--- src/common/adc_ctl_regs.svh ---
// Constants of the converter control block
`ifndef ADC_CTL_REGS_SVH
`define ADC_CTL_REGS_SVH
`define RESULT_W      12
`define NIB_W         4
`define CLK_PERIOD_NS 100
`define CONV_TYP_NS   2470
`define CONV_MAX_NS   2700
`define ACQ_MAX_NS    300
`define PULSE_MIN_NS  40
`define CONV_MAX_CYC  (`CONV_MAX_NS / `CLK_PERIOD_NS)
`define ACQ_MAX_CYC   (`ACQ_MAX_NS / `CLK_PERIOD_NS)
`define BIT_CYC       (`CONV_TYP_NS / (`CLK_PERIOD_NS * `RESULT_W))
`define BIT_CNT_W     4
`define BUF_DEPTH     2
`endif

--- src/common/adc_ctl_pkg.sv ---
// Types shared by the converter control block
package adc_ctl_pkg;
  // Host control pins after synchronising
  typedef struct packed {
    logic sel_n;  // Chip select, low active
    logic rd_cv;  // Read or convert line
    logic upper;  // Upper half select
  } ctl_pins_t;
  // Approximation sequencer, Gray along the path
  typedef enum logic [1:0] {
    SAR_IDLE  = 2'h0,
    SAR_CONV  = 2'h1,
    SAR_STORE = 2'h3,
    SAR_LOAD  = 2'h2
  } sar_state_t;
endpackage

--- src/logic/adc_convert_read_control.sv ---
// Convert, busy and read-out control of a 12-bit sampling converter
`timescale 1ns/100ps
`include "adc_ctl_regs.svh"
// Notes on behaviour
// - Qualified falling edge holds sample, starts conversion
// - Only falling read_convert edge starts conversion
// - Upper half select high blocks start
// - Select high or busy low refuses start
// - Busy low until result sits in latches
// - Inputs ignored while busy is low
// - Conversion finishes within 2.7 microseconds
// - Acquisition within 300 ns, 3 us spacing
// - Tracking resumes before busy rises
// - Drivers on only when read, idle, selected
// - Select high forces all data line drivers off
// - Upper half maps top nibble low lines
// - Convert mode: off at fall, on after
// - Read mode: old result while line high
module adc_convert_read_control
  import adc_ctl_pkg::*;
#(
  parameter int RESULT_W = `RESULT_W,
  parameter int BIT_CYC  = `BIT_CYC
) (
  input  wire logic                clock_i,
  input  wire logic                rst_b_i,
  input  wire logic                enable_i,
  input  wire logic                select_n_i,
  input  wire logic                read_convert_i,
  input  wire logic                upper_half_select_i,
  input  wire logic [RESULT_W-1:0] analog_code_i,
  output logic                     busy_n_o,
  output logic                     hold_o,
  output logic      [RESULT_W-1:0] data_o,
  output logic      [RESULT_W-1:0] data_oe_o
);

  // Output word for the chosen half
  function automatic logic [RESULT_W-1:0] map_out(
    input logic [RESULT_W-1:0] r,
    input logic                upper
  );
    logic [RESULT_W-1:0] w;
    w = r;
    if (upper) begin
      w = '0;
      w[RESULT_W-1 -: `NIB_W] = r[RESULT_W-1 -: `NIB_W];
      w[`NIB_W-1:0]           = r[RESULT_W-1 -: `NIB_W];
    end
    return w;
  endfunction

  // Pin synchroniser stages
  ctl_pins_t pins_meta;   // First stage, read only by second
  ctl_pins_t pins;        // Second stage, safe to use
  logic      rd_cv_last;  // Previous read line level

  // Sequencer and result path
  sar_state_t              state;       // Approximation state
  logic [RESULT_W-1:0]     held;        // Frozen sample
  logic [RESULT_W-1:0]     trial;       // Code being built
  logic [`BIT_CNT_W-1:0]   bit_idx;     // Bit under trial
  logic [`BIT_CNT_W-1:0]   cyc_cnt;     // Cycles within a bit
  logic                    start;       // Accepted convert command
  logic                    drive;       // Read window open
  logic                    next_oe;     // Drivers for next cycle

  // Two-entry buffer between sequencer and latches
  logic [RESULT_W-1:0]     buf_mem [`BUF_DEPTH];  // Entries
  logic                    buf_wr;      // Write pointer
  logic                    buf_rd;      // Read pointer
  logic [1:0]              buf_cnt;     // Words held
  logic                    in_valid;    // Sequencer offers word
  logic                    in_ready;    // Buffer has room
  logic                    out_valid;   // Buffer has a word
  logic                    out_ready;   // Latches may take it
  logic [RESULT_W-1:0]     latch;       // Output latches

  // Two flops on every host pin
  always_ff @(posedge clock_i or negedge rst_b_i) begin
    if (!rst_b_i) begin
      pins_meta  <= '{sel_n: 1'b1, rd_cv: 1'b1, upper: 1'b0};
      pins       <= '{sel_n: 1'b1, rd_cv: 1'b1, upper: 1'b0};
      rd_cv_last <= 1'b1;
    end else if (enable_i) begin
      pins_meta  <= '{sel_n: select_n_i, rd_cv: read_convert_i,
                      upper: upper_half_select_i};
      pins       <= pins_meta;
      rd_cv_last <= pins.rd_cv;
    end
  end

  // Start qualification
  always_comb begin
    // Only a high to low step counts
    start = rd_cv_last && !pins.rd_cv;
    // Upper half select must be low
    start = start && !pins.upper;
    // Selected and idle, else refused
    start = start && !pins.sel_n && busy_n_o && (state == SAR_IDLE);
    // Pulses narrower than a sample are missed
  end

  // Approximation sequencer
  always_ff @(posedge clock_i or negedge rst_b_i) begin
    if (!rst_b_i) begin
      state   <= SAR_IDLE;
      held    <= '0;
      trial   <= '0;
      bit_idx <= '0;
      cyc_cnt <= '0;
    end else if (enable_i) begin
      case (state)
        SAR_IDLE: begin
          // Track until a command freezes the sample
          if (start) begin
            held    <= analog_code_i;
            trial   <= '0;
            trial[RESULT_W-1] <= 1'b1;
            bit_idx <= `BIT_CNT_W'(RESULT_W - 1);
            cyc_cnt <= '0;
            state   <= SAR_CONV;
          end
        end
        SAR_CONV: begin
          // Host pins have no effect here
          if (cyc_cnt == `BIT_CNT_W'(BIT_CYC - 1)) begin
            cyc_cnt <= '0;
            // Keep or drop the trial bit
            if (trial > held) begin
              trial[bit_idx] <= 1'b0;
            end
            if (bit_idx == '0) begin
              state <= SAR_STORE;
            end else begin
              trial[bit_idx - 1'b1] <= 1'b1;
              bit_idx <= bit_idx - 1'b1;
            end
          end else begin
            cyc_cnt <= cyc_cnt + 1'b1;
          end
        end
        SAR_STORE: begin
          // Hand the word on once the buffer has room
          if (in_ready) begin
            state <= SAR_LOAD;
          end
        end
        SAR_LOAD: begin
          // Wait for the latches to hold the word
          if (!out_valid) begin
            state <= SAR_IDLE;
          end
        end
        default: begin
          state <= SAR_IDLE;
        end
      endcase
    end
  end

  // Hold switch: sampling restarts as soon as bits are decided
  always_ff @(posedge clock_i or negedge rst_b_i) begin
    if (!rst_b_i) begin
      hold_o <= 1'b0;
    end else if (enable_i) begin
      if (start) begin
        hold_o <= 1'b1;
      end else if (state == SAR_STORE) begin
        hold_o <= 1'b0;
      end
    end
  end

  // Buffer handshake terms
  assign in_valid  = (state == SAR_STORE);
  assign in_ready  = (buf_cnt != 2'(`BUF_DEPTH));
  assign out_valid = (buf_cnt != 2'h0);
  // Latches refresh only while nobody reads them
  assign out_ready = !drive;

  // Two-entry buffer storage and pointers
  always_ff @(posedge clock_i or negedge rst_b_i) begin
    if (!rst_b_i) begin
      buf_wr  <= 1'b0;
      buf_rd  <= 1'b0;
      buf_cnt <= 2'h0;
      buf_mem <= '{default: '0};
    end else if (enable_i) begin
      if (in_valid && in_ready) begin
        buf_mem[buf_wr] <= trial;
        buf_wr          <= !buf_wr;
      end
      if (out_valid && out_ready) begin
        buf_rd <= !buf_rd;
      end
      case ({in_valid && in_ready, out_valid && out_ready})
        2'h2:    buf_cnt <= buf_cnt + 2'h1;
        2'h1:    buf_cnt <= buf_cnt - 2'h1;
        default: buf_cnt <= buf_cnt;
      endcase
    end
  end

  // Output latches take the next word
  always_ff @(posedge clock_i or negedge rst_b_i) begin
    if (!rst_b_i) begin
      latch <= '0;
    end else if (enable_i) begin
      if (out_valid && out_ready) begin
        latch <= buf_mem[buf_rd];
      end
    end
  end

  // Busy flag
  always_ff @(posedge clock_i or negedge rst_b_i) begin
    if (!rst_b_i) begin
      busy_n_o <= 1'b1;
    end else if (enable_i) begin
      if (start) begin
        busy_n_o <= 1'b0;
      end else if (state == SAR_LOAD && !out_valid) begin
        busy_n_o <= 1'b1;
      end
    end
  end

  // Read window and driver control
  always_comb begin
    // All three conditions at once
    drive   = pins.rd_cv && busy_n_o && !pins.sel_n;
    // Falling edge or new command shuts drivers
    next_oe = drive && !start;
  end

  // Data pins and their enables
  always_ff @(posedge clock_i or negedge rst_b_i) begin
    if (!rst_b_i) begin
      data_o    <= '0;
      data_oe_o <= '0;
    end else if (enable_i) begin
      if (pins.sel_n) begin
        data_oe_o <= '0;
      end else begin
        data_oe_o <= {RESULT_W{next_oe}};
      end
      data_o <= map_out(latch, pins.upper);
    end
  end

  // Checks next to the logic

  // Run length of the busy low phase, frozen with the enable
  logic [`BIT_CNT_W+1:0] busy_run;  // Cycles busy has been low
  always_ff @(posedge clock_i or negedge rst_b_i) begin
    if (!rst_b_i) begin
      busy_run <= '0;
    end else if (enable_i) begin
      busy_run <= busy_n_o ? '0 : busy_run + 1'b1;
    end
  end

  start_drops_busy_a: assert property (
    @(posedge clock_i) disable iff (!rst_b_i)
    start && enable_i |=> !busy_n_o && hold_o)
    else $error("accepted command did not drop busy");

  upper_blocks_a: assert property (
    @(posedge clock_i) disable iff (!rst_b_i)
    pins.upper && busy_n_o && enable_i |=> busy_n_o)
    else $error("start taken with upper half select high");

  unselected_refuses_a: assert property (
    @(posedge clock_i) disable iff (!rst_b_i)
    pins.sel_n && busy_n_o && enable_i |=> busy_n_o)
    else $error("start taken while not selected");

  busy_bounded_a: assert property (
    @(posedge clock_i) disable iff (!rst_b_i)
    busy_run <= (`BIT_CNT_W+2)'(`CONV_MAX_CYC))
    else $error("busy stayed low too long");

  // Frozen sample may not move under a running conversion
  no_restart_a: assert property (
    @(posedge clock_i) disable iff (!rst_b_i)
    !busy_n_o |=> $stable(held))
    else $error("conversion restarted while busy");

  track_before_busy_a: assert property (
    @(posedge clock_i) disable iff (!rst_b_i)
    $rose(busy_n_o) |-> !hold_o && $past(!hold_o))
    else $error("tracking not resumed before busy rose");

  drivers_idle_a: assert property (
    @(posedge clock_i) disable iff (!rst_b_i)
    (data_oe_o != '0) |-> $past(busy_n_o) && $past(pins.rd_cv))
    else $error("drivers on outside the read window");

  select_off_a: assert property (
    @(posedge clock_i) disable iff (!rst_b_i)
    $past(pins.sel_n) && $past(enable_i) |-> data_oe_o == '0)
    else $error("drivers on while deselected");

  upper_map_a: assert property (
    @(posedge clock_i) disable iff (!rst_b_i)
    $past(pins.upper) && $past(enable_i) |->
      data_o[`NIB_W-1:0] == $past(latch[RESULT_W-1 -: `NIB_W])
      && data_o[2*`NIB_W-1 -: `NIB_W] == '0)
    else $error("upper half mapping wrong");

  // Busy only falls after a qualified falling read line
  edge_only_a: assert property (
    @(posedge clock_i) disable iff (!rst_b_i)
    $fell(busy_n_o) |-> $past(rd_cv_last && !pins.rd_cv && !pins.sel_n && !pins.upper))
    else $error("conversion began without a qualified edge");

  // Result sits in the latches when busy returns high
  latched_result_a: assert property (
    @(posedge clock_i) disable iff (!rst_b_i)
    $rose(busy_n_o) |-> latch == held)
    else $error("busy rose before the result was latched");

  // Tracking window before the next command stays short
  acquire_short_a: assert property (
    @(posedge clock_i) disable iff (!rst_b_i)
    $fell(hold_o) |-> ##[1:3] busy_n_o)
    else $error("acquisition window too long");

  // Accepted command turns the drivers off
  convert_off_a: assert property (
    @(posedge clock_i) disable iff (!rst_b_i)
    start && enable_i |=> data_oe_o == '0)
    else $error("drivers on after a convert command");

  // Falling read line releases the data lines
  read_fall_off_a: assert property (
    @(posedge clock_i) disable iff (!rst_b_i)
    $fell(pins.rd_cv) && enable_i |=> data_oe_o == '0)
    else $error("drivers on after read line fell");

endmodule
--- config.mk ---
export PLATFORM = sky130hd
export DESIGN_NAME = adc_convert_read_control
export DESIGN_NICKNAME = d
export VERILOG_FILES = /design/src/common/adc_ctl_pkg.sv /design/src/logic/adc_convert_read_control.sv
export VERILOG_INCLUDE_DIRS = /design/src /design/src/common
export SDC_FILE = /design/constraint.sdc
export NUM_CORES = 1
export LEC_CHECK = 0
export BUFFER_PORTS_ARGS = -buffer_cell sky130_fd_sc_hd__clkbuf_2
export CORE_ASPECT_RATIO = 0.5
export CORE_MARGIN = 5
export CORE_UTILIZATION = 55
export DETAILED_ROUTE_END_ITERATION = 12
export MAX_ROUTING_LAYER = met4
export PLACE_DENSITY_LB_ADDON = 0.25
export RECOVER_POWER = 50
export SLEW_MARGIN = 30
export SYNTH_ARGS = -nofsm -noshare
export SYNTH_HDL_FRONTEND = slang
export SYNTH_SLANG_ARGS = --single-unit
--- constraint.sdc ---
create_clock -name clock_i -period 2.95 [get_ports clock_i]
set_input_delay 0.295 -clock clock_i [delete_from_list [all_inputs] [get_ports clock_i]]
set_output_delay 0.295 -clock clock_i [all_outputs]
set_load 0.05 [all_outputs]
# Yosys cells after proc, flatten, opt, wreduce, memory -nomap -nowiden
# Index checks and enable logic that the tools add are counted.
dict set report totals {
  reg_bits 107
  wordCells 129
  inputBits 18
  output_inout_bits 26
}
dict set report classes {
  eq_ne 13
  n_reduce_logical 39
  bitwise_logic 5
  n_lt_le_gt_ge 8
  addsub 4
  muxes 38
}
# operator n
set op_table {}
lappend op_table {{$mux 12} 12}
lappend op_table {{$bwmux 24} 1}
lappend op_table {{$pmux 12 s2} 1}
lappend op_table {{$mux 4} 5}
lappend op_table {{$pmux 4 s2} 2}
lappend op_table {{$logic_and 1x1->1} 14}
lappend op_table {{$and 12x12->12} 1}
lappend op_table {{$demux 12 s1} 1}
lappend op_table {{$gt 12x12->1} 1}
lappend op_table {{$ne 2x2->1 const B} 6}
lappend op_table {{$not 12->12} 1}
lappend op_table {{$or 12x12->12} 1}
lappend op_table {{$lt 4x5->1 const B} 2}
lappend op_table {{$mux 2} 5}
lappend op_table {{$reduce_and 2->1} 5}
lappend op_table {{$reduce_bool 2->1} 5}
lappend op_table {{$demux 1 s4} 2}
lappend op_table {{$ge 4x1->1 const B} 2}
lappend op_table {{$logic_not 1->1} 8}
lappend op_table {{$mux 8} 1}
lappend op_table {{$pmux 2 s4} 1}
lappend op_table {{$eq 2x2->1 const B} 3}
lappend op_table {{$mux 1} 6}
lappend op_table {{$reduce_and 3->1} 2}
lappend op_table {{16 further kinds} 19}

# Logic depth before layout (Yosys ltp)
# Gate-level depths: netlist (run 1).
dict set report depth {
  depth_word 14
  depth_mapped 8
  mapped_depth_nobuf 7
}

# Worst setup path before layout (run 1)
# No wires, ideal clock.
dict set report synth_path {
  kind {register -> register}
  from {register busy_n_o}
  to {register trial[11]}
  stages_incl_launch_ff 6
  period_less_slack_ns 1.883
  required_time_ns 2.826
  path_buffers 0
  path_slack_ns 1.067
  t_arrival_ns 1.759
  setup_time_ns 0.124
  path_cell_list {dfstp_2 > and4bb_1 > a31oi_1 > nand3b_1 > a211o_1 > a211o_1}
}
dict set report synth_via {
  elab_chain_len 4
}
# item line_no
set synth_lines {}
lappend synth_lines {{start: declaration} adc_convert_read_control.sv:32} ;# output logic busy_n_o,
lappend synth_lines {{start signal: assignment} adc_convert_read_control.sv:219} ;# busy_n_o <= 1'b1;
lappend synth_lines {{start signal: assignment} adc_convert_read_control.sv:222} ;# busy_n_o <= 1'b0;
lappend synth_lines {{start signal: assignment} adc_convert_read_control.sv:224} ;# busy_n_o <= 1'b1;
lappend synth_lines {{$logic_and 1x1->1 (2 in series)} adc_convert_read_control.sv:100} ;# start = start && !pins.sel_n && busy_n_o && (state == SAR_IDLE);
lappend synth_lines {{$ne 2x2->1 (no source line)} --}
lappend synth_lines {{$reduce_and 4->1 (no source line)} --}
lappend synth_lines {{end signal: assignment} adc_convert_read_control.sv:109} ;# trial <= '0;
lappend synth_lines {{end signal: assignment} adc_convert_read_control.sv:118} ;# trial <= '0;
lappend synth_lines {{end signal: indexed assignment} adc_convert_read_control.sv:119} ;# trial[RESULT_W-1] <= 1'b1;
lappend synth_lines {{end: declaration} adc_convert_read_control.sv:61} ;# logic [RESULT_W-1:0] trial;
# Every way passes these cells.
# A chain may end at the register's enable or synchronous reset.

# Worst setup path after layout (run 1)
dict set report layout_path {
  from {input port enable_i}
  to {register buf_mem[7] in the netlist's numbering}
}
dict set report layout_via {
  elab_chain_len 1
}
# item line_no
set layout_lines {}
lappend layout_lines {{start: declaration} adc_convert_read_control.sv:27} ;# input wire logic enable_i,
lappend layout_lines {{$reduce_and 2->1 (no source line)} --}
lappend layout_lines {{end signal: indexed assignment} adc_convert_read_control.sv:191} ;# buf_mem[buf_wr] <= trial;
lappend layout_lines {{end: declaration} adc_convert_read_control.sv:69} ;# logic [RESULT_W-1:0] buf_mem [`BUF_DEPTH];
# Every way passes these cells.

==> results of run 1 <==
per-layer routing:
metal	vias to the layer above	part of all wire, %	GRT usage, %
met5	-	0	-
met4	0	1.2	4.40
met3	12	7.1	6.60
met2	75	40	26.3
met1	1508	51	28.0
li1	1555	-	-
cells in the final DEF (no fill, tap or decap), drive strengths merged, types with 4 or more instances in the layout:
cell type	n
o211ai	6
inv	27
nand2	37
nor2	18
dfrtp	90
a21oi	20
mux2	45
dfstp	6
xnor2	4
a31o	4
nand4	5
nor2b	8
o21ai	29
a22o	4
clkbuf	54
mux2i	18
nand3	9
ha	19
stage by stage:
stage | setup slack, ps | std cells | hold slack [ps] | cell area (sq um)
2_1_floorplan | 1070 | 421 | -0.591 | 4680
3_3_place_gp | 770 | 551 | 376 | 4920
3_5_place_dp | 669 | 551 | 385 | 4920
4_1_cts | 650 | 567 | 4.72 | 5200
5_1_grt | 284 | 567 | 170 | 5180
6_report | 523 | 567 | 175 | 5180
state kept, by name, summed over array words and instances, names as in the netlist, 3 cells and up:
signal / cells
pins: 3
cyc_cnt: 4
held: 12
latch: 12
bit_idx: 4
trial: 12
pins_meta: 3
data_o: 12
buf_mem: 24
cell families (layout without fill, tap and decap cells):
kind of cell,count (synthesis),after routing,share of synthesized area [%]
multiplexers,63,63,14.7
flip-flops,96,96,51.4
adder cells (fa/ha/maj),19,19,5.07
XOR/XNOR,7,7,1.31
buffers and inverters,52,86,5.45
AO/OA/AOI/OAI,86,86,11.8
AND/OR/NAND/NOR,98,98,10.3
cell type report:
class                   count  share of cell area [%]
well taps                 112                    2.70
clock buffers               9                    4.35
repair buffers             47                    4.59
flip-flops and latches     96                    46.5
multi-input cells         273                    39.0
clock inverters             7                    1.21
inverters                  23                    1.67
worst max-delay path by stage:
stage                        endpoint                   start  cells after the start
2_1_floorplan   trial[11]$_DFFE_PN0P_    busy_n_o$_DFFE_PN1P_                      5
3_3_place_gp     trial[8]$_DFFE_PN0P_  bit_idx[0]$_DFFE_PN0P_                      7
3_5_place_dp    trial[10]$_DFFE_PN0P_  bit_idx[0]$_DFFE_PN0P_                      7
4_1_cts         trial[10]$_DFFE_PN0P_  bit_idx[0]$_DFFE_PN0P_                      7
5_1_grt        buf_mem[7]$_DFFE_PN0P_                enable_i                      4
6_report       buf_mem[7]$_DFFE_PN0P_                enable_i                      4
power by group:
part,switching [mW],internal (mW)
clock,0.533,0.589
sequential,0.175,1.44
combinational,0.404,0.278
total,1.11,2.31
==> results_dict.tcl, run 1 <==
set metrics [dict create \
    outcome "finished clean" \
    clock_path_buffers 2 \
    core-area_sq_mm 0.00814 \
    grt_pass1_vias 2961 \
    fmax_mhz 412 \
    cts-hold-fix-buffers 0 \
    clock_latency_ps 350 \
    syn_to_final_growth_pct 10.6 \
    yosys_warnings 0 \
    grt_max_degree 53 \
    drc 0 \
    gr-total-overflow 0 \
    maxSlewViolCount 0 \
    dieArea_sq_mm 0.0106 \
    postSynthNetCount 458 \
    yosysTopAreaCellShare_pct 48.1 \
    synthMostInstantiatedCell "dfrtp_1" \
    finClkSkew_ps 8.92 \
    drtAntennaViolNets 0 \
    netlist_area_sq_mm 0.00468 \
    slew_headroom_pct 14.7 \
    synthTopCellsByArea "dfrtp_1 (48%), mux2_2 (11%), ha_1 (5.1%)" \
    crit_chain "clkbuf_1 > clkbuf_1 > nand3_1 > mux2_2" \
    netlist_instances 421 \
    required_ps 3180 \
    cts.sinks 96 \
    rr_startpoint "bit_idx[0]$_DFFE_PN0P_" \
    grt_pass1_wl_microns 15300 \
    grt_usage_pct 19.4 \
    start_kind "input pin" \
    n_fill_cell 673 \
    hold_path_class "in -> reg" \
    cts_tree "yes" \
    p_leak_nw 2.45 \
    fin_crit_sh_pct 82.3 \
    hold_end "held[0]$_DFFE_PN0P_" \
    seq_area_frac_synth_pct 51.4 \
    antenna_found_initial 0 \
    critPathBufInv 2 \
    critPathSlowestCell "clkbuf_1" \
    synth_top_cells_by_count "dfrtp_1 (90), mux2_2 (45), nand2_1 (37)" \
    ff_latch_area_sq_mm 0.00241 \
    ys_ff_latch 96 \
    finalSetupViolations 0 \
    finalHoldViolCount 0 \
    num_vias 3150 \
    min_from "analog_code_i[0]" \
    cts-root-buf "clkbuf_16" \
    fin_setup_tns_ps 0 \
    first_pass_iters 4 \
    tightest_slew_ps 1280 \
    drt_iter0_drc 221 \
    avgSynthCellArea_sq_um 11.1 \
    routed_via_density 5.56 \
    cp_top_family "buffers and inverters" \
    cts_setup_buffers 0 \
    endpoint_kind "register" \
    rsz0062_at_grt "no" \
    critPathKind "in -> reg" \
    io_pins 44 \
    wire_per_inst_microns 15.8 \
    htreeDepth 3 \
    crit_fanout 29 \
    die_w_microns 141 \
    die_h_microns 75.3 \
    r2r.worst_path.cells 7 \
    reg2reg_to "trial[8]$_DFFE_PN0P_" \
    ctsResizeCount 0 \
    cts_buffers 9 \
    power_mw 3.42 \
    yosysTopAreaCell "dfrtp_1" \
    holdPathStages 2 \
    rrSetupSlack_ps 630 \
    fin_util_pct 63.6 \
    cap_violations 0 \
    gp_congestion 0.895 \
    drive_gt1_share_pct 26.8 \
    crit_path_frequent_cell "clkbuf_1" \
    hpwl_microns 6330 \
    multi_input_comb_area_sq_mm 0.00202 \
    ir_worst_vdd_uv 360 \
    ys_async_sr_fraction_pct 100 \
    fp-row-count 23 \
    arrival_ps 2660 \
    max_stage_delay_ps 940 \
    finalNetCount 487 \
    initial_utilization_pct 57.5 \
    ys_types 50 \
    wirelength_microns 8950 \
    power_density_mw_per_mm2 659 \
    io_buffers 43 \
    min_period_ps 2430 \
    synth_edf_count 0 \
    clk_pin_slew_worst_paths_ps 70 \
    antenna_cells 0 \
    synth_ff_type "dfrtp_1" \
]
No activity file was read; power rests on OpenSTA's default activity.
==> run 2: changes to the inputs <==
Settings changed: ABC_AREA set to 1, CORE_UTILIZATION 55 to 54.
Clock period 2.95 ns to 2.02 ns, I/O delays scaled along.
==> results_dict.tcl, run 2 <==
set metrics [dict create \
    ys_types 39 \
    outcome "finished clean" \
    ff_latch_area_sq_mm 0.00241 \
    largest_register "buf_mem" \
    drtAntennaViolNets 0 \
    crit_chain "inv_1 > nor3_2 > nor2_1 > ha_1 > or2_2 > a21oi_1 > o21ai_0 > xnor2_1" \
    swShare_pct 41.6 \
    io_buffers 43 \
    tightest_slew_ps 896 \
    critPathSlowestCell "dfstp_2" \
    clock_latency_ps 340 \
    fin_util_pct 62.2 \
    wire_per_inst_microns 13.1 \
    grt_usage_pct 19.3 \
    arrival_ps 2110 \
    required_ps 2250 \
    htreeDepth 3 \
    maxSlewViolCount 0 \
    grt_pass1_vias 3346 \
    die_h_microns 77.1 \
    initial_utilization_pct 55.6 \
    p_seq_share_pct 39.6 \
    critPathKind "reg -> reg" \
    power.internal_mw 4.52 \
    cts.sinks 96 \
    crit_fanout 4 \
    grt_use_met1_pct 27.7 \
    grt_pass1_wl_microns 16400 \
    p_leak_nw 2.94 \
    yosysTopAreaCell "dfrtp_1" \
    hpwl_microns 7010 \
    netlist_area_sq_mm 0.00486 \
    multi_input_comb_area_sq_mm 0.00197 \
    comb_power_share_pct 38.3 \
    slew_headroom_pct 40.3 \
    num_vias 3596 \
    wirelength_microns 9610 \
    io_pins 44 \
    finalNetCount 646 \
    synthTopCellsByArea "dfrtp_1 (46%), nand2_1 (13%), inv_1 (5.6%)" \
    grtUsageMet3_pct 5.22 \
    ir_worst_vdd_uv 869 \
    n_fill_cell 757 \
    dieArea_sq_mm 0.0111 \
    hold_path_class "in -> reg" \
    min_period_ps 1880 \
    cts_tree "yes" \
    fin_crit_sh_pct 93.3 \
    synthMostInstantiatedCell "nand2_1" \
    max_stage_delay_ps 510 \
    finClkSkew_ps 5.84 \
    avgSynthCellArea_sq_um 8.49 \
    endpoint_kind "register" \
    drc 0 \
    cap_violations 0 \
    core-area_sq_mm 0.00874 \
    netlist_instances 572 \
    drive_gt1_share_pct 16.8 \
    syn_to_final_growth_pct 12.0 \
    yosys_warnings 0 \
    gr-total-overflow 0 \
    synth_ff_type "dfrtp_1" \
    seq_area_frac_synth_pct 49.6 \
    grt_busiest_layer "met1" \
    first_pass_iters 4 \
    clock_path_buffers 2 \
    antenna_found_initial 0 \
    die_w_microns 144 \
    cts_buffers 9 \
    synth_top_cells_by_count "nand2_1 (174), dfrtp_1 (90), inv_1 (72)" \
    clockPowerShare_pct 22.1 \
    fin_setup_tns_ps 0 \
    grt_use_met2_pct 26.8 \
    switchingPower_mw 3.22 \
    finalSetupViolations 0 \
    power_density_mw_per_mm2 1420 \
    rsz0062_at_grt "no" \
    yosysTopAreaCellShare_pct 46.4 \
    cts-root-buf "clkbuf_16" \
    postSynthNetCount 609 \
    routed_via_density 4.92 \
    layout_common_cells "nand2_1 (174), dfrtp_1 (90), inv_1 (72)" \
    ys_async_sr_fraction_pct 100 \
    gp_congestion 0.846 \
    drt_iter0_drc 206 \
    largest_reg_flops 24 \
    fp-row-count 24 \
    final_common_cell "nand2_1" \
    fmax_mhz 531 \
    grt_max_degree 67 \
    clk_pin_slew_worst_paths_ps 60 \
    finalHoldViolCount 0 \
    start_kind "register" \
    antenna_cells 0 \
    ys_ff_latch 96 \
    synth_edf_count 0 \
]
==> run 2: changes by cell type in the layout (fill, tap and decap cells not counted), sizes merged, moves of 4 or more <==
cell / previous run / this run
nor2b: 8 / 0
mux2: 45 / 12
o21ai: 29 / 48
buf: 2 / 9
nand2: 37 / 178
a31o: 4 / 0
mux2i: 18 / 1
nand3: 9 / 22
inv: 27 / 79
nor2: 18 / 48
a22o: 4 / 0
==> run 2: final cells by class <==
class | instances | area share [%]
Clock buffer | 11 | 4.28
Clock inverter | 5 | 1.17
Inverter | 76 | 5.43
Multi-Input combinational cell | 371 | 36.2
Sequential cell | 96 | 44.3
Tap cell | 117 | 2.69
Timing Repair Buffer | 55 | 5.89
==> run 2: what timing repair did <==
action                                  in CTS  in global routing
setup buffers                                0                  0
gates resized for setup                      0                  2
hold buffers                                 1                  0
endpoints found under the setup margin       0                 11
hold endpoints to repair                    90                  0
==> run 2: cells by family (layout without fill, tap and decap cells) <==
family	count (synthesis)	count (layout)	share of synthesized area, %
flip-flops	96	96	49.6
XOR/XNOR	6	6	1.08
multiplexers	13	13	3.22
AO/OA/AOI/OAI	75	75	8.50
adder cells (fa/ha/maj)	19	19	4.90
AND/OR/NAND/NOR	258	258	22.7
buffers and inverters	105	147	10.0
==> run 2: path summary, 6_finish.rpt <==
kind / slack (ps) / from / end / depth (start not counted)
worst max-delay path: 140 / pins[1]$_DFFE_PN1P_ / buf_cnt[1]$_DFFE_PN0P_ / 8
worst min-delay path: 30 / read_convert_i / pins_meta[1]$_DFFE_PN1P_ / 3
worst max register to register: 140 / pins[1]$_DFFE_PN1P_ / buf_cnt[1]$_DFFE_PN0P_ / 8
worst min register to register: 470 / pins_meta[1]$_DFFE_PN1P_ / pins_meta[1]$_DFFE_PN1P_ / 2
max in group asynchronous: 790 / rst_b_i / data_o[10]$_DFFE_PN0P_ / 3
min in group asynchronous: 560 / rst_b_i / held[9]$_DFFE_PN0P_ / 3
==> run 2: power by group through the flow <==
stage / sequential [mW] / combinational [mW] / clock, mW
after CTS: 3.07 / 2.98 / 1.74
after detailed placement: 3.10 / 2.95 / 0
after floorplan: 3.34 / 2.04 / 0
after global placement: 3.07 / 2.91 / 0
after global routing: 3.16 / 3.34 / 1.83
final: 3.06 / 2.97 / 1.71
==> run 2: layer usage <==
metal  vias up  wire [microns]
met3        13             570
met5         -               0
li1       1851               -
met4         0             142
met1      1637            4890
met2        95            4000
==> run 2: stage by stage <==
step	power (mW)	hold slack (ps)	instances	cell area [sq um]	setup slack, ps
final	7.74	32.1	731	5440	135
after global routing	8.33	23.2	731	5440	11.3
after CTS	7.79	20.3	731	5450	66.7
after detailed placement	6.05	239	714	5140	86.3
after global placement	5.98	243	714	5140	159
after floorplan	5.38	-93.6	572	4860	24.0
==> run 2: critical path, delay by kind of cell, from the launching register on <==
family          cells  cell delay [ps]
compound gates      2              220
xor+xnor            1              140
fa+ha+maj           1              280
buf+inv             1               60
flops               1              510
simple gates        3              570
